## src/lcob_defines.svh

```systemverilog
`ifndef LCOB_DEFINES_SVH
`define LCOB_DEFINES_SVH

// ==========================================================
// Register offsets
`define LCOB_OFS_CH4CTRL 4'h0
`define LCOB_OFS_OBSER 4'h1
`define LCOB_OFS_ISTAT 4'h2
`define LCOB_OFS_IMASK 4'h3
`define LCOB_OFS_C1ADRH 4'h4
`define LCOB_OFS_C1ADRL 4'h5
`define LCOB_OFS_C1CTRL 4'h6

// ==========================================================
// Field positions
`define LCOB_BIT_CH4_EN 6
`define LCOB_BIT_CH4_RXIE 5
`define LCOB_BIT_OUTBUF_EMPTY_IRQ_ENABLE 7
`define LCOB_BIT_OUTBUF_EMPTY_IRQ_FLAG 6
`define LCOB_BIT_SERE 1
`define LCOB_BIT_C1EN 0
`define LCOB_BIT_HOST_SEL 2
`define LCOB_IRQ_RX4 0
`define LCOB_IRQ_OBE 1
`define LCOB_IRQ_SERREF 2

// ==========================================================
// Write masks and reset values
`define LCOB_CH4CTRL_WMASK 8'h60
`define LCOB_OBSER_WMASK 8'h82
`define LCOB_C1CTRL_WMASK 8'h01
`define LCOB_C1ADRL_WMASK 8'hFB
`define LCOB_ISTAT_WMASK 8'h07
`define LCOB_REG_RST 8'h00
`define LCOB_C1ADRH_RST 8'h00
`define LCOB_C1ADRL_RST 8'h60

`endif

```

## src/lcob_pkg.sv

```systemverilog
package lcob_pkg;

    // Channel 1 host register selected by a matching I/O cycle
    typedef enum logic [2:0] {
        LCOB_SEL_NONE = 3'b000,
        LCOB_SEL_DATA_WR = 3'b001,
        LCOB_SEL_CMD_WR = 3'b010,
        LCOB_SEL_ODR_RD = 3'b011,
        LCOB_SEL_STR_RD = 3'b100
    } lcob_sel_t;

endpackage

```

## src/lcob_fall_det.sv

```systemverilog
module lcob_fall_det #(
    parameter int N = 5
) (
    input wire logic i_clk_sys,
    input wire logic i_rstn,
    input wire logic [N-1:0] i_level,
    output logic [N-1:0] o_fall
);

    logic [N-1:0] prev_q;
    logic [N-1:0] prev_d;

    if (N < 1) begin : g_chk
        $error("lcob_fall_det: N must be at least 1");
    end

    // ==========================================================
    // One previous-value flop and edge term per flag
    for (genvar g = 0; g < N; g++) begin : g_bit
        always_comb begin
            prev_d[g] = i_level[g];
            o_fall[g] = prev_q[g] & ~i_level[g];
        end
        always_ff @(posedge i_clk_sys or negedge i_rstn) begin
            if (!i_rstn) begin
                prev_q[g] <= 1'b0;
            end else begin
                prev_q[g] <= prev_d[g];
            end
        end
    end

endmodule

```

## src/lcob_top.sv

```systemverilog
`include "lcob_defines.svh"

// Summary of operation
// - Channel 4 decodes addresses only when enabled
// - Channel 4 receive request gated by enable
// - Output-empty request gated by its enable
// - Any output-full falling edge sets empty flag
// - Empty flag clears on zero after reading one
// - LPC hardware or software reset clears flag
// - Host serial access only when enabled
// - Address bit 2 picks data or command/status
module lcob_top #(
    parameter int AW = 4,
    parameter int NOBF = 5
) (
    input wire logic i_clk_sys,
    input wire logic i_rstn,
    input wire logic [AW-1:0] i_addr,
    input wire logic [7:0] i_wdata,
    input wire logic i_wr,
    input wire logic i_rd,
    output logic [7:0] o_rdata,
    input wire logic i_io_valid,
    input wire logic i_io_write,
    input wire logic [15:0] i_io_addr,
    input wire logic [15:0] i_chan4_host_address,
    input wire logic i_serial_hit,
    input wire logic [NOBF-1:0] i_outbuf_full,
    input wire logic i_chan4_rx_full_irq,
    input wire logic i_lpc_hw_reset,
    input wire logic i_lpc_sw_reset,
    output logic o_chan4_match,
    output lcob_pkg::lcob_sel_t o_chan1_sel,
    output logic o_serial_grant,
    output logic o_serial_refused,
    output logic o_chan4_rx_irq,
    output logic o_outbuf_empty_irq,
    output logic o_chan1_enable,
    output logic o_irq
);

    if (AW < 3) begin : g_chk_aw
        $error("lcob_top: AW must be at least 3");
    end
    if (NOBF != 5) begin : g_chk_obf
        $error("lcob_top: NOBF must be 5");
    end

    // ==========================================================
    // Register state
    logic [7:0] ch4ctrl_q, ch4ctrl_d;
    logic [7:0] obser_q, obser_d;
    logic [7:0] istat_q, istat_d;
    logic [7:0] imask_q, imask_d;
    logic [7:0] c1adrh_q, c1adrh_d;
    logic [7:0] c1adrl_q, c1adrl_d;
    logic [7:0] c1ctrl_q, c1ctrl_d;
    logic armed_q, armed_d;
    logic [7:0] rdata_q, rdata_d;
    logic [NOBF-1:0] obf_fall;
    logic obf_any_fall;
    logic lpc_rst;
    logic wr_obser;
    logic [7:0] rd_mux;

    lcob_fall_det #(
        .N(NOBF)
    ) u_fall (
        .i_clk_sys(i_clk_sys),
        .i_rstn(i_rstn),
        .i_level(i_outbuf_full),
        .o_fall(obf_fall)
    );

    // ==========================================================
    // Register file next state
    always_comb begin
        obf_any_fall = |obf_fall;
        lpc_rst = i_lpc_hw_reset | i_lpc_sw_reset;
        wr_obser = i_wr && (i_addr == AW'(`LCOB_OFS_OBSER));
        ch4ctrl_d = ch4ctrl_q;
        obser_d = obser_q;
        imask_d = imask_q;
        c1adrh_d = c1adrh_q;
        c1adrl_d = c1adrl_q;
        c1ctrl_d = c1ctrl_q;
        armed_d = armed_q;
        istat_d = istat_q;
        if (i_wr) begin
            case (i_addr)
                AW'(`LCOB_OFS_CH4CTRL): begin
                    ch4ctrl_d = i_wdata & `LCOB_CH4CTRL_WMASK;
                end
                AW'(`LCOB_OFS_OBSER): begin
                    obser_d = (i_wdata & `LCOB_OBSER_WMASK)
                        | (obser_q & ~`LCOB_OBSER_WMASK);
                end
                AW'(`LCOB_OFS_ISTAT): begin
                    istat_d = istat_q & ~(i_wdata & `LCOB_ISTAT_WMASK);
                end
                AW'(`LCOB_OFS_IMASK): begin
                    imask_d = i_wdata & `LCOB_ISTAT_WMASK;
                end
                AW'(`LCOB_OFS_C1ADRH): begin
                    c1adrh_d = i_wdata;
                end
                AW'(`LCOB_OFS_C1ADRL): begin
                    c1adrl_d = i_wdata & `LCOB_C1ADRL_WMASK;
                end
                AW'(`LCOB_OFS_C1CTRL): begin
                    c1ctrl_d = i_wdata & `LCOB_C1CTRL_WMASK;
                end
                default: begin
                end
            endcase
        end
        // Zero write clears only after a read of one; a one is ignored
        if (wr_obser) begin
            armed_d = 1'b0;
            if (armed_q && !i_wdata[`LCOB_BIT_OUTBUF_EMPTY_IRQ_FLAG]) begin
                obser_d[`LCOB_BIT_OUTBUF_EMPTY_IRQ_FLAG] = 1'b0;
            end
        end
        if (i_rd && (i_addr == AW'(`LCOB_OFS_OBSER))
                && obser_q[`LCOB_BIT_OUTBUF_EMPTY_IRQ_FLAG]) begin
            armed_d = 1'b1;
        end
        if (obf_any_fall) begin
            obser_d[`LCOB_BIT_OUTBUF_EMPTY_IRQ_FLAG] = 1'b1;
        end
        if (lpc_rst) begin
            obser_d[`LCOB_BIT_OUTBUF_EMPTY_IRQ_FLAG] = 1'b0;
            armed_d = 1'b0;
        end
        // Sticky events, set wins over the clear
        if (i_chan4_rx_full_irq && ch4ctrl_q[`LCOB_BIT_CH4_RXIE]) begin
            istat_d[`LCOB_IRQ_RX4] = 1'b1;
        end
        if (obf_any_fall) begin
            istat_d[`LCOB_IRQ_OBE] = 1'b1;
        end
        if (i_io_valid && i_serial_hit && !obser_q[`LCOB_BIT_SERE]) begin
            istat_d[`LCOB_IRQ_SERREF] = 1'b1;
        end
    end

    always_ff @(posedge i_clk_sys or negedge i_rstn) begin
        if (!i_rstn) begin
            ch4ctrl_q <= `LCOB_REG_RST;
            obser_q <= `LCOB_REG_RST;
            istat_q <= `LCOB_REG_RST;
            imask_q <= `LCOB_REG_RST;
            c1adrh_q <= `LCOB_C1ADRH_RST;
            c1adrl_q <= `LCOB_C1ADRL_RST;
            c1ctrl_q <= `LCOB_REG_RST;
            armed_q <= 1'b0;
        end else begin
            ch4ctrl_q <= ch4ctrl_d;
            obser_q <= obser_d;
            istat_q <= istat_d;
            imask_q <= imask_d;
            c1adrh_q <= c1adrh_d;
            c1adrl_q <= c1adrl_d;
            c1ctrl_q <= c1ctrl_d;
            armed_q <= armed_d;
        end
    end

    // ==========================================================
    // Read port, data valid the cycle after the strobe
    always_comb begin
        case (i_addr)
            AW'(`LCOB_OFS_CH4CTRL): rd_mux = ch4ctrl_q;
            AW'(`LCOB_OFS_OBSER): rd_mux = obser_q;
            AW'(`LCOB_OFS_ISTAT): rd_mux = istat_q;
            AW'(`LCOB_OFS_IMASK): rd_mux = imask_q;
            AW'(`LCOB_OFS_C1ADRH): rd_mux = c1adrh_q;
            AW'(`LCOB_OFS_C1ADRL): rd_mux = c1adrl_q;
            AW'(`LCOB_OFS_C1CTRL): rd_mux = c1ctrl_q;
            default: rd_mux = `LCOB_REG_RST;
        endcase
        rdata_d = i_rd ? rd_mux : `LCOB_REG_RST;
    end

    always_ff @(posedge i_clk_sys or negedge i_rstn) begin
        if (!i_rstn) begin
            rdata_q <= `LCOB_REG_RST;
        end else begin
            rdata_q <= rdata_d;
        end
    end

    // ==========================================================
    // Host cycle decode and request outputs
    logic ch4_hit, c1_hit;
    logic ch4_match_d, ser_grant_d, ser_ref_d, rx_irq_d, obe_irq_d;
    logic irq_d;
    lcob_pkg::lcob_sel_t c1_sel_d;
    logic ch4_match_q, ser_grant_q, ser_ref_q, rx_irq_q, obe_irq_q;
    logic irq_q;
    lcob_pkg::lcob_sel_t c1_sel_q;

    always_comb begin
        ch4_hit = (i_io_addr[15:3] == i_chan4_host_address[15:3])
            && (i_io_addr[1:0] == i_chan4_host_address[1:0]);
        c1_hit = (i_io_addr[15:3] == {c1adrh_q, c1adrl_q[7:3]})
            && (i_io_addr[1:0] == c1adrl_q[1:0]);
        ch4_match_d = i_io_valid && ch4_hit
            && ch4ctrl_q[`LCOB_BIT_CH4_EN];
        c1_sel_d = lcob_pkg::LCOB_SEL_NONE;
        if (i_io_valid && c1_hit && c1ctrl_q[`LCOB_BIT_C1EN]) begin
            case ({i_io_write, i_io_addr[`LCOB_BIT_HOST_SEL]})
                2'b10: c1_sel_d = lcob_pkg::LCOB_SEL_DATA_WR;
                2'b11: c1_sel_d = lcob_pkg::LCOB_SEL_CMD_WR;
                2'b00: c1_sel_d = lcob_pkg::LCOB_SEL_ODR_RD;
                2'b01: c1_sel_d = lcob_pkg::LCOB_SEL_STR_RD;
                default: c1_sel_d = lcob_pkg::LCOB_SEL_NONE;
            endcase
        end
        ser_grant_d = i_io_valid && i_serial_hit
            && obser_q[`LCOB_BIT_SERE];
        ser_ref_d = i_io_valid && i_serial_hit
            && !obser_q[`LCOB_BIT_SERE];
        rx_irq_d = i_chan4_rx_full_irq
            && ch4ctrl_q[`LCOB_BIT_CH4_RXIE];
        obe_irq_d = obser_q[`LCOB_BIT_OUTBUF_EMPTY_IRQ_FLAG]
            && obser_q[`LCOB_BIT_OUTBUF_EMPTY_IRQ_ENABLE];
        irq_d = |(istat_q & imask_q);
    end

    always_ff @(posedge i_clk_sys or negedge i_rstn) begin
        if (!i_rstn) begin
            ch4_match_q <= 1'b0;
            c1_sel_q <= lcob_pkg::LCOB_SEL_NONE;
            ser_grant_q <= 1'b0;
            ser_ref_q <= 1'b0;
            rx_irq_q <= 1'b0;
            obe_irq_q <= 1'b0;
            irq_q <= 1'b0;
        end else begin
            ch4_match_q <= ch4_match_d;
            c1_sel_q <= c1_sel_d;
            ser_grant_q <= ser_grant_d;
            ser_ref_q <= ser_ref_d;
            rx_irq_q <= rx_irq_d;
            obe_irq_q <= obe_irq_d;
            irq_q <= irq_d;
        end
    end

    always_comb begin
        o_rdata = rdata_q;
        o_chan4_match = ch4_match_q;
        o_chan1_sel = c1_sel_q;
        o_serial_grant = ser_grant_q;
        o_serial_refused = ser_ref_q;
        o_chan4_rx_irq = rx_irq_q;
        o_outbuf_empty_irq = obe_irq_q;
        o_chan1_enable = c1ctrl_q[`LCOB_BIT_C1EN];
        o_irq = irq_q;
    end
endmodule

```

## config.mk

```make
export PLATFORM = sky130hd
export DESIGN_NAME = lcob_top
export DESIGN_NICKNAME = d
export VERILOG_FILES = /design/src/lcob_pkg.sv /design/src/lcob_fall_det.sv /design/src/lcob_top.sv
export VERILOG_INCLUDE_DIRS = /design/src
export SDC_FILE = /design/constraint.sdc
export NUM_CORES = 1
export LEC_CHECK = 0
export BUFFER_PORTS_ARGS = -buffer_cell sky130_fd_sc_hd__buf_2
export CORE_MARGIN = 2
export CORE_UTILIZATION = 30
export DETAILED_ROUTE_END_ITERATION = 12
export GPL_TIMING_DRIVEN = 0
export PLACE_DENSITY = 0.55
export SETUP_SLACK_MARGIN = 0.5
export SKIP_LAST_GASP = 1
export SLEW_MARGIN = 20
export SYNTH_ARGS = -nofsm -noshare
export SYNTH_HDL_FRONTEND = slang
export SYNTH_SLANG_ARGS = --single-unit
```

## constraint.sdc

```tcl
create_clock -name i_clk_sys -period 1.18 [get_ports i_clk_sys]
set_clock_uncertainty 0.05 [all_clocks]
set_input_delay 0.059 -clock i_clk_sys [delete_from_list [all_inputs] [get_ports i_clk_sys]]
set_output_delay 0.059 -clock i_clk_sys [all_outputs]
set_load 0.03 [all_outputs]
```

# Yosys cells after proc, flatten, opt, wreduce, memory -nomap -nowiden
# Cells that the tools add are included.
[word_totals]
ff_bits = 60
in_bits = 59
elab_cells = 109
[classes]
eq_ne = 13
n_mux = 18
n_bitwise = 15
reduce_logical = 38
[ops]
columns = ["operator", "n"]
rows = [
  ["$pmux W8 S7", 1],
  ["$eq A13 B13 Y1", 2],
  ["$reduce_and A2 Y1", 10],
  ["$logic_and A1 B1 Y1", 15],
  ["$mux W7", 2],
  ["$eq A4 B3 Y1 const B", 3],
  ["$pmux W3 S4", 1],
  ["$reduce_bool A2 Y1", 6],
  ["$mux W1", 10],
  ["$mux W3", 3],
  ["$and A8 B3 Y8", 1],
  ["$and A8 B8 Y8", 1],
  ["$eq A4 B2 Y1 const B", 2],
  ["$mux W8", 1],
  ["$not A3 Y8", 1],
  ["$or A8 B7 Y8", 1],
  ["$reduce_or A8 Y1", 1],
  ["$and A1 B1 Y1", 5],
  ["$not A1 Y1", 5],
  ["$reduce_or A5 Y1", 1],
  ["$eq A2 B2 Y1", 2],
  ["$eq A2 B2 Y1 const B", 2],
  ["$eq A4 B1 Y1 const B", 1],
  ["$logic_not A4 Y1", 1],
  ["other kinds (5)", 6],
]

# Depth between registers and ports, before layout
# Gate-level depths: netlist of the first run.
[logic_depth]
depth_word = 7
ltp_mapped = 5

# Hierarchy
# Synthesis of the first run repeated with hierarchy kept, for this count alone.
[hier_totals]
hier_cells = 206
hier_area_um2 = 2501.1
[by_module_without_submodules]
columns = ["mod", "n_inst", "cells_per_inst", "area_per_inst_um2", "seq_area_each_um2"]
rows = [
  ["lcob_top", 1, 196, 2307.2, 1128.6],
  ["lcob_fall_det", 1, 10, 193.9, 125.1],
]

# Least setup slack after synthesis of the first run
# No wires, ideal clock.
[synth_path]
path_kind = "flip-flop to flip-flop"
startpoint = "reg u_fall.prev_q[4]"
endpoint = "reg istat_q[1]"
t_arrival_ps = 1110
required_time_ps = 1011
setup_slack_ps = -99
path_stages_with_launch = 4
path_buffers = 0
path_cell_list = "dfrtp_1 -> nor2b_1 -> a2111oi_0 -> a21bo_2"
[synth_between]
elab_chain_len = 4
[synth_rtl]
columns = ["item", "line_no", "rtl"]
rows = [
  ["from (decl)", "lcob_fall_det.sv:10", "logic [N-1:0] prev_q;"],
  ["from (signal, indexed assignment)", "lcob_fall_det.sv:28", "prev_q[g] <= prev_d[g];"],
  ["$and A1 B1 Y1 (*)", "lcob_fall_det.sv:22", "o_fall[g] = prev_q[g] & ~i_level[g];"],
  ["$reduce_or A5 Y1 (*)", "lcob_top.sv:78", "obf_any_fall = |obf_fall;"],
  ["$reduce_bool A2 Y1 (no line)", "-", ""],
  ["$reduce_and A2 Y1 (no line)", "-", ""],
  ["to (signal assigned)", "lcob_top.sv:151", "istat_q <= `LCOB_REG_RST;"],
  ["to (signal assigned)", "lcob_top.sv:160", "istat_q <= istat_d;"],
  ["to (decl)", "lcob_top.sv:53", "logic [7:0] istat_q, istat_d;"],
]
# Every way passes the cells marked *; elsewhere a longest branch is shown, timed or not.
# A chain may end at the register's enable or synchronous reset.

# Worst setup path after layout of the first run
[layout_path]
startpoint = "reg c1adrh_q[7]"
endpoint = "reg c1_sel_q[1] (netlist: o_chan1_sel[1])"
[layout_between]
elab_chain_len = 5
[layout_rtl]
columns = ["item", "line_no", "rtl"]
rows = [
  ["from (decl)", "lcob_top.sv:55", "logic [7:0] c1adrh_q, c1adrh_d;"],
  ["from (signal assigned)", "lcob_top.sv:153", "c1adrh_q <= `LCOB_C1ADRH_RST;"],
  ["from (signal assigned)", "lcob_top.sv:162", "c1adrh_q <= c1adrh_d;"],
  ["$eq A13 B13 Y1", "lcob_top.sv:206", "c1_hit = (i_io_addr[15:3] == {c1adrh_q, c1adrl_q[7:3]})"],
  ["$logic_and A1 B1 Y1", "lcob_top.sv:207", "&& (i_io_addr[1:0] == c1adrl_q[1:0]);"],
  ["$logic_and A1 B1 Y1 (2 in a row)", "lcob_top.sv:211", "if (i_io_valid && c1_hit && c1ctrl_q[`LCOB_BIT_C1EN]) begin"],
  ["$mux W3", "lcob_top.sv:211", ""],
  ["named net c1_sel_d[1]", "lcob_top.sv:198", "lcob_pkg::lcob_sel_t c1_sel_d;"],
  ["to (signal assigned)", "lcob_top.sv:234", "c1_sel_q <= lcob_pkg::LCOB_SEL_NONE;"],
  ["to (signal assigned)", "lcob_top.sv:242", "c1_sel_q <= c1_sel_d;"],
  ["to (decl)", "lcob_top.sv:201", "lcob_pkg::lcob_sel_t c1_sel_q;"],
]
# The timed path passes the listed nets, and every way through them passes these cells.

==> implementation parameters, run 1 <==
Parameter                              Value

Synth
  Share of flip-flops with an asynchronous set or reset after synthesis    between 90% and 100%
  Synth area leader    dfrtp_1
  Netlist Area Pre-Place    2480 um^2
  Cell count after synthesis    roughly 200
  Post-Syn Nets    265
  Most frequent cell after synthesis    dfrtp_1
  #FFs+latches synth    50
  Yosys Warn Count    0
  Simple logic cell fraction of the synthesized area    14.6%
  XOR/XNOR Fraction of Synth Area    approximately a tenth
  Fraction of the mapped netlist area in adder cells    around 1.5%
  Most numerous cell types in the synthesized netlist    dfrtp_1 (48), mux2_2 (24), xor2_1 (17), xnor2_1 (13), nor2_1 (11)
  Dominant combinational cell family by area after synthesis    simple AND/OR/NAND/NOR gates
  Most common flop cell mapped by yosys    dfrtp_1
  Multiplexer area fraction after synthesis    roughly 14%
  Post-synthesis area per instance    around 12 um^2
  Post-synth EDFFs    0
  Area fraction in compound gates after synthesis    about 6.5%
  Cell types with the largest area share after synthesis    dfrtp_1 (48%), mux2_2 (11%), xor2_1 (6.0%)
  Sequential fraction of the synthesis area    slightly above 50%
  Number of distinct library cells after synthesis    44
  Portion of synthesized cell area occupied by the leading cell type    48.4%

Timing
  Setup total negative slack    -0.756 ns
  Count of final hold-check violations    66
  Hold Worst Slack    -0.290 ns
  Number of max-slew violations in the final report    0
  Max transition margin    about three fifths
  Highest clock frequency the design can meet    715 MHz
  Tcrit/Tclk final    119%
  Count of endpoints failing setup in the final report    7
  Min Clock Period, post-route    ~1.4 ns
  Slew of the pin with the lowest slew margin    about 0.62 ns
  Final critical-path setup slack    -0.219 ns
  Unrepaired setup endpoints after global routing    true

Die
  Initial Util    a little over 30%
  I/O pin count    77
  Chip Width    between 90 and 100 um
  Area of the die    between 9000 and 10000 um^2
  Chip height    94.9 um
  Placeable Area    8130 um^2
  Total number of placement rows    33

Placement
  Count of buffers inserted at the top-level ports    74
  Final weighted congestion in routability-driven placement    0.754
  Detailed Place HPWL    about 4.8 mm

GRT
  Number of antenna violations at the first check in global routing    0
  Global-route wire length before repair    10.7 mm
  Pin count of the biggest net entering global routing    ~50
  Overall overflow remaining after global route    0
  Total routing usage reported by global routing    roughly 16%
  Number of global-route vias before repair    2055

CTS
  Total CTS buffers    5
  Root Buffer Master    clkbuf_8
  Hold bufs inserted after CTS    5
  Maximum level of the CTS H-tree    2
  Insertion delay to the later sink of the worst-skew pair    0.31 ns
  Max clock buf depth    2
  CTS sink cnt    50
  Clock transition at the registers of the reported paths    ~0.10 ns
  CTS tree    yes

Run status
  Result of the run    finished, violations left
  Violated checks    hold timing, setup timing

Route
  Detailed-routing iteration count for the pre-antenna-repair pass    5
  Length of routed met3 wiring    250 um
  Wirelength, routed    ~6.6 mm
  Routed len/inst    15.8 um
  Number of vias per cell after detailed routing    4.68
  Routed length on met2    3.39 mm
  Iteration-0 DRC Markers    90
  Number of remaining DRC errors    0
  Total via count after detailed routing    between 1500 and 2000
  Routed metal-1 wirelength    2.91 mm
  Uppermost metal layer occupied by signal nets    met4
  Post-route antenna net violation count    0

Pwr
  Pwr Total    between 4 and 5 mW
  Power density normalized to cell area    around 1300 nW/um^2
  Leak pwr    between 1.5 and 2 nW
  Maximum resistive drop on vdd    approximately 0.00046 V

Setup path
  Kind of cell adding the most delay to the critical path    simple AND/OR/NAND/NOR gates
  Critical path's largest stage delay    0.42 ns
  Required time of the critical path    roughly 1.4 ns
  Slowest library cell on the worst path    dfrtp_1
  Type of element launching the critical path    flop
  Classification of the worst setup path    reg2reg
  Crit path buf inv count    0
  Worst EP arrival    approximately 1.6 ns
  Maximum fanout encountered on the critical timing path    3
  Series of cell instances along the critical path    xor2_1 -> nor4_1 -> nand4_1 -> nor2_1
  Critical Path Sink Type    flop

Finish
  Core Util, Final    between 40 and 50%
  Layout cell share with drive strength beyond 1    approximately 55%
  Count of fill cells added during filler insertion    between 700 and 800
  Area Growth Syn to Fin    53.7%
  Final #Nets    about 380
  Register area    roughly 1300 um^2
  Area used by multi-input combinational logic    between 1000 and 1500 um^2
  Number of diodes added for antenna fixing    0

Worst hold path
  Hold Crit Class    in2async

Run
  # Max-Cap Violations    0
[what timing repair did]
item / 4_1_cts / 5_1_grt
endpoints found under the setup margin: 63 / 63
cloned: 1 / 0
pin swaps: 14 / 15
hold endpoints to repair: 73 / 66
buffers inserted: 15 / 9
gates resized for setup: 66 / 18
[logic make-up after synthesis]
kind of cell / count (synthesis)
and+or+nand+nor: 57
DFF: 50
xor gates and xnor gates: 30
muxes: 29
AOI/OAI and AO/OA: 21
buffers and inverters: 13
adders and majority gates: 3
[metal layers]
metal | vias up | global-route usage [%]
met5 | - | 0
met4 | 0 | 4.71
met3 | 8 | 2.39
met2 | 41 | 27.4
met1 | 973 | 20.4
li1 | 945 | -
[cell usage in the layout (no fill, tap or decap), types with 3 or more instances in the layout]
| cell | count |
|---|---|
| clkbuf_8 | 6 |
| buf_12 | 4 |
| nor2_1 | 9 |
| buf_6 | 27 |
| mux2_4 | 22 |
| a22oi_2 | 3 |
| nand2_1 | 6 |
| nand4_1 | 7 |
| dlygate4sd3_1 | 5 |
| nor4_2 | 4 |
| nor4_1 | 3 |
| a21o_1 | 3 |
| xnor2_1 | 13 |
| a22o_1 | 3 |
| xor2_1 | 17 |
| dfrtp_1 | 47 |
| inv_1 | 7 |
| buf_2 | 51 |
| ha_1 | 3 |
| mux2_2 | 5 |
| buf_4 | 18 |
[registers in the layout (all words and copies together), names as in the netlist, 2 cells and up]
name           count
o_chan1_sel        3
u_fall.prev_q      5
imask_q            3
istat_q            3
c1adrh_q           8
o_rdata            8
obser_q            3
ch4ctrl_q          2
c1adrl_q           7
[cell type report]
cell class	count	area share, %
clock inverters	3	1.15
inverters	7	0.689
plain buffers	6	2.13
flip-flops and latches	50	32.9
multi-input cells	140	36.4
well taps	105	3.45
clock buffers	5	1.81
repair buffers	104	21.5
[metrics by stage]
step	std cells	setup WS [ns]	area (um^2)	hold WS, ns
final	420	-0.219	3810	-0.290
after global routing	420	-0.307	3810	-0.239
after global placement	382	-0.227	3130	0.134
after CTS	411	-0.209	3650	-0.264
after floorplan	203	0.00462	2630	-0.287
after detailed placement	382	-0.242	3130	0.0762
[worst register-to-register path: stages (launching register included)]
cell and delay (ns):
dfrtp_1 0.42, xor2_1 0.15, nor4_1 0.30, nand4_1 0.25
nor2_1 0.17
[path summary, 6_finish.rpt]
path | startpoint | endpoint | slack (ns) | cells past startpoint
worst max-delay path | c1adrh_q[7] | o_chan1_sel[1] | -0.22 | 4
worst min-delay path | i_rstn | o_serial_refused | -0.29 | 1
worst max register to register | c1adrh_q[7] | o_chan1_sel[1] | -0.22 | 4
worst min register to register | obser_q[1] | o_serial_refused | 0.48 | 1
max in group asynchronous | i_rstn | c1ctrl_q[0] | 0.93 | 1
min in group i_clk_sys | i_lpc_hw_reset | obser_q[6] | -0.13 | 2
[power breakdown]
group / internal (mW) / total (mW) / switching [mW]
logic: 0.807 / 1.36 / 0.555
registers: 1.95 / 2.16 / 0.209
clock network: 0.636 / 1.25 / 0.616
(Power assumes the default switching activity.)
==> run 2, diff against run 1 <==
--- a/config.mk
+++ b/config.mk
@@ -6,11 +6,12 @@
 export SDC_FILE = /design/constraint.sdc
 export NUM_CORES = 1
 export LEC_CHECK = 0
+export ABC_CLOCK_PERIOD_IN_PS = 1180
 export BUFFER_PORTS_ARGS = -buffer_cell sky130_fd_sc_hd__buf_2
+export CAP_MARGIN = 15
 export CORE_MARGIN = 2
 export CORE_UTILIZATION = 30
 export DETAILED_ROUTE_END_ITERATION = 12
-export GPL_TIMING_DRIVEN = 0
 export PLACE_DENSITY = 0.55
 export SETUP_SLACK_MARGIN = 0.5
 export SKIP_LAST_GASP = 1
==> implementation parameters, run 2 (synthesis results as in run 1) <==
Parameter                              Value

Setup path
  Number of gates on the worst path with buffers counted    4
  Required time of the critical path    about 1.4 ns
  Worst EP arrival    between 1.5 and 2 ns
  Slowest library cell on the worst path    dfrtp_1
  Critical Path Sink Type    flop
  Critical path's largest stage delay    0.43 ns
  Series of cell instances along the critical path    xor2_2 -> nor4_2 -> nand4_1 -> nor2_1
  Timing endpoint of the critical path    o_chan1_sel[1]
  Crit path buf inv count    0
  Path depth of the worst reg2reg path    4
  Reg-to-Reg Start    c1adrh_q[5]
  Startpoint of the most critical setup path    c1adrh_q[5]
  Reg2reg setup slack    -0.14 ns
  Maximum fanout encountered on the critical timing path    3
  Kind of cell adding the most delay to the critical path    simple AND/OR/NAND/NOR gates
  Type of element launching the critical path    flop
  Critical register-to-register path endpoint    o_chan1_sel[1]
  Classification of the worst setup path    reg2reg

Timing
  Hold Worst Slack    -0.131 ns
  Setup total negative slack    -0.778 ns
  Slew of the pin with the lowest slew margin    around 0.29 ns
  Min Clock Period, post-route    ~1.3 ns
  Count of final hold-check violations    21
  Unrepaired setup endpoints after global routing    true
  Max transition margin    80.4%
  Count of endpoints failing setup in the final report    10
  Highest clock frequency the design can meet    ~760 MHz
  Tcrit/Tclk final    112%
  Number of max-slew violations in the final report    0
  Final critical-path setup slack    -0.142 ns

GRT
  Number of global-route vias before repair    2066
  Number of antenna violations at the first check in global routing    0
  Total routing usage reported by global routing    around 16%
  Global-route wire length before repair    ~11 mm
  Pin count of the biggest net entering global routing    51
  Overall overflow remaining after global route    0

Placement
  Placed Cells incl. Taps    between 400 and 500
  Final weighted congestion in routability-driven placement    between 0.7 and 0.8
  Count of buffers inserted at the top-level ports    75
  Detailed Place HPWL    ~5.2 mm

Die
  I/O pin count    77
  Chip Width    around 95 um
  Area of the die    approximately 9000 um^2
  Placeable Area    8130 um^2
  Chip height    94.9 um
  Total number of placement rows    33
  Initial Util    a little under a third

Route
  Routed len/inst    ~16 um
  Number of vias per cell after detailed routing    about 4.6
  Detailed-routing iteration count for the pre-antenna-repair pass    4
  Wirelength, routed    around 6.8 mm
  Total via count after detailed routing    1986
  Post-route antenna net violation count    0
  Number of remaining DRC errors    0
  Iteration-0 DRC Markers    a little over 60

Pwr
  Comb power frac    a little under a third
  Internal power    3.53 mW
  Clock network power share    between 20% and 30%
  Switching Power    1.41 mW
  Sequential Power Share    43.9%
  Leak pwr    between 1.5 and 2 nW
  Pwr Total    roughly 4.9 mW
  Maximum resistive drop on vdd    between 0.0004 and 0.0005 V
  Power density normalized to cell area    approximately 1300 nW/um^2
  Switching part of the total power    28.5%

CTS
  Root Buffer Master    clkbuf_8
  Hold bufs inserted after CTS    6
  Maximum level of the CTS H-tree    2
  Insertion delay to the later sink of the worst-skew pair    around 0.31 ns
  CTS sink cnt    50
  Max clock buf depth    2
  CTS tree    yes
  Clock transition at the registers of the reported paths    approximately 0.10 ns
  Total CTS buffers    5

Finish
  Core Util, Final    between 40 and 50%
  Area Growth Syn to Fin    58.9%
  Final #Nets    ~400
  Non-Filler Instances    436
  Count of fill cells added during filler insertion    760
  Register area    between 1000 and 1500 um^2
  Commonest cells after routing, fill and taps aside    buf_2 (53), dfrtp_1 (46), buf_6 (37)
  Commonest non-fill, non-tap cell in the layout    buf_2
  Layout cell share with drive strength beyond 1    a little under three fifths
  Number of diodes added for antenna fixing    0
  Area used by multi-input combinational logic    1400 um^2

Worst hold path
  Hold Crit Class    in2reg

Run status
  Violated checks    hold timing, setup timing
  Result of the run    finished, violations left

Run
  # Max-Cap Violations    0
run 2: worst min-delay path by stage:
stage	from	endpoint	slack, ns	cells past startpoint
after floorplan	i_rstn	armed_q	-0.29	0
after detailed placement	i_rstn	o_rdata[2]	0.02	2
after global routing	i_lpc_sw_reset	obser_q[6]	-0.13	2
after CTS	i_lpc_hw_reset	obser_q[6]	-0.13	2
final	i_lpc_hw_reset	obser_q[6]	-0.13	2
after global placement	i_rstn	o_serial_refused	0.02	2
run 2: worst reg2reg max path, delay by kind of cell, from the launching register on:
| family | cells | cell delay, ns |
|---|---|---|
| xor gates and xnor gates | 1 | 0.16 |
| DFF | 1 | 0.43 |
| and+or+nand+nor | 3 | 0.62 |
run 2: what timing repair did:
item	CTS	global route
pin swaps	15	6
resized for setup	67	23
hold endpoints to repair	76	17
setup endpoints to repair	63	63
buffers inserted	2	6
run 2: final cells by class:
class | instances | share of cell area (%)
well taps | 105 | 3.33
clock buffers | 6 | 1.84
repair buffers | 126 | 25.9
flip-flops and latches | 50 | 31.9
clock inverters | 2 | 0.953
inverters | 7 | 0.667
multi-input cells | 140 | 35.4
run 2: metrics by stage:
| step | setup WS (ns) | area (um^2) |
|---|---|---|
| 6_report | -0.142 | 3940 |
| 5_1_grt | -0.248 | 3940 |
| 4_1_cts | -0.172 | 3790 |
| 3_5_place_dp | -0.164 | 3380 |
| 3_3_place_gp | -0.218 | 3380 |
| 2_1_floorplan | 0.00462 | 2630 |
run 2: power by group through the flow:
stage | Clock, mW | Sequential [mW] | Combinational, mW
2_1_floorplan | 0 | 2.20 | 0.608
3_3_place_gp | 0 | 2.16 | 1.21
3_5_place_dp | 0 | 2.17 | 1.22
4_1_cts | 1.26 | 2.16 | 1.40
5_1_grt | 1.34 | 2.20 | 1.66
6_report | 1.23 | 2.17 | 1.54
run 2: layer usage:
metal,share of wire (%),track usage [%]
met5,0,0
met3,3.7,2.47
met1,45,21.8
met4,1.3,5.07
met2,50,26.2
==> run 3, diff against run 2 <==
--- a/config.mk
+++ b/config.mk
@@ -10,9 +10,9 @@
 export BUFFER_PORTS_ARGS = -buffer_cell sky130_fd_sc_hd__buf_2
 export CAP_MARGIN = 15
 export CORE_MARGIN = 2
-export CORE_UTILIZATION = 30
+export CORE_UTILIZATION = 42
 export DETAILED_ROUTE_END_ITERATION = 12
-export PLACE_DENSITY = 0.55
+export PLACE_DENSITY = 0.72
 export SETUP_SLACK_MARGIN = 0.5
 export SKIP_LAST_GASP = 1
 export SLEW_MARGIN = 20
==> implementation parameters, run 3 (synthesis results as in run 1) <==
Parameter                              Value

Route
  Total via count after detailed routing    approximately 2100
  Wirelength, routed    roughly 6.9 mm
  Number of vias per cell after detailed routing    5.20
  Detailed-routing iteration count for the pre-antenna-repair pass    5
  Post-route antenna net violation count    0
  Number of remaining DRC errors    0
  Iteration-0 DRC Markers    around 130
  Routed len/inst    17.2 um

Setup path
  Critical path's largest stage delay    roughly 0.42 ns
  Maximum fanout encountered on the critical timing path    3
  Required time of the critical path    between 1 and 1.5 ns
  Crit path buf inv count    0
  Kind of cell adding the most delay to the critical path    simple AND/OR/NAND/NOR gates
  Type of element launching the critical path    flop
  Worst EP arrival    1.55 ns
  Critical Path Sink Type    flop
  Slowest library cell on the worst path    dfrtp_1
  Classification of the worst setup path    reg2reg
  Number of gates on the worst path with buffers counted    4
  Series of cell instances along the critical path    xor2_1 -> nor4_2 -> nand4_1 -> nor2_1
  Path depth of the worst reg2reg path    4

Placement
  Post-Place Setup Slack    -0.195 ns
  Final weighted congestion in routability-driven placement    0.881
  Count of buffers inserted at the top-level ports    75
  Detailed Place HPWL    between 4 and 5 mm

Timing
  Hold Worst Slack    -0.384 ns
  Number of max-slew violations in the final report    0
  Slew of the pin with the lowest slew margin    approximately 0.38 ns
  Tcrit/Tclk final    116%
  Count of final hold-check violations    65
  Min Clock Period, post-route    around 1.4 ns
  Unrepaired setup endpoints after global routing    true
  Final critical-path setup slack    -0.185 ns
  Count of endpoints failing setup in the final report    7
  Setup total negative slack    -0.818 ns
  Highest clock frequency the design can meet    732 MHz
  Max transition margin    between 70% and 80%

Finish
  Layout cell share with drive strength beyond 1    56.1%
  Area used by multi-input combinational logic    1370 um^2
  Register area    roughly 1300 um^2
  Count of fill cells added during filler insertion    430
  Commonest non-fill, non-tap cell in the layout    buf_2
  Area Growth Syn to Fin    54.5%
  Final #Nets    around 390
  Commonest cells after routing, fill and taps aside    buf_2 (53), dfrtp_1 (46), buf_6 (36)
  Number of diodes added for antenna fixing    0

GRT
  Global-route wire length before repair    about 11 mm
  Total routing usage reported by global routing    22.6%
  Number of global-route vias before repair    2295
  Pin count of the biggest net entering global routing    37
  Number of antenna violations at the first check in global routing    0
  Overall overflow remaining after global route    0

CTS
  CTS sink cnt    50
  Root Buffer Master    clkbuf_8
  Maximum level of the CTS H-tree    2
  Clock transition at the registers of the reported paths    about 0.09 ns
  Total CTS buffers    5
  Hold bufs inserted after CTS    5
  Max clock buf depth    2
  Insertion delay to the later sink of the worst-skew pair    around 0.3 ns
  CTS tree    yes

Die
  Chip height    just over 80 um
  Chip Width    80.8 um
  Area of the die    ~6500 um^2
  Initial Util    44.2%
  I/O pin count    between 70 and 80
  Total number of placement rows    27
  Placeable Area    5610 um^2

Worst hold path
  Hold Crit Class    in2async

Pwr
  Pwr Total    4.74 mW
  Leak pwr    between 1.5 and 2 nW
  Maximum resistive drop on vdd    approximately 0.0007 V
  Power density normalized to cell area    roughly 1200 nW/um^2

Run
  # Max-Cap Violations    0

Run status
  Violated checks    hold timing, setup timing
  Result of the run    finished, violations left
## run 3: cell types whose count changed in the layout (fill, tap and decap cells not counted), sizes merged
cell         change
clkbuf           +1
bufinv           -1
dlygate4sd3      -1
clkinv           +1
clkinvlp         -1
buf              -2
## run 3: through the flow
step | cell area (um^2) | instances | util, %
6_report | 3830 | 400 | 68.3
2_1_floorplan | 2630 | 203 | -
3_3_place_gp | 3300 | 378 | 58.9
3_5_place_dp | 3300 | 378 | 58.9
4_1_cts | 3720 | 397 | 66.4
5_1_grt | 3830 | 400 | 68.3
## run 3: worst reg2reg max path, cell delays in order (launching register included)
cell     delay [ns]
dfrtp_1        0.42
xor2_1         0.19
nor4_2         0.33
nand4_1        0.19
nor2_1         0.12
## run 3: routing by layer
| layer | vias to the layer above | share of wire, % | track usage (%) |
|---|---|---|---|
| li1 | 973 | - | - |
| met1 | 1021 | 42 | 27.0 |
| met2 | 68 | 50 | 38.8 |
| met3 | 16 | 5.6 | 5.11 |
| met4 | 0 | 2.8 | 10.5 |
| met5 | - | 0 | 0 |
## run 3: power by group
part           leakage [nW]  internal (mW)  switching, mW
registers             0.620           1.96          0.220
clock network        0.0482          0.474          0.535
logic                  1.16          0.937          0.613
total                  1.83           3.37           1.37
## run 3: timing repair
item / 4_1_cts / 5_1_grt
pin swaps: 9 / 4
endpoints found under the setup margin: 63 / 63
hold endpoints to repair: 71 / 26
setup buffers: 6 / 3
gates resized for setup: 69 / 20
## run 3: worst paths after layout
path                                      from                  to  slack, ns
max in group asynchronous               i_rstn         c1ctrl_q[0]       0.94
worst min register to register      obser_q[1]    o_serial_refused       0.46
worst max register to register     c1adrh_q[7]      o_chan1_sel[2]      -0.19
min in group i_clk_sys          i_lpc_hw_reset          obser_q[6]      -0.14
worst max-delay path               c1adrh_q[7]      o_chan1_sel[2]      -0.19
worst min-delay path                    i_rstn  o_outbuf_empty_irq      -0.38
## run 3: layout make-up
class,instances,area share (%)
Multi-Input combinational cell,140,35.6
Sequential cell,50,32.8
Timing Repair Buffer,123,26.2
Tap cell,72,2.35
Clock buffer,7,2.25
Inverter,7,0.686
Clock inverter,1,0.131
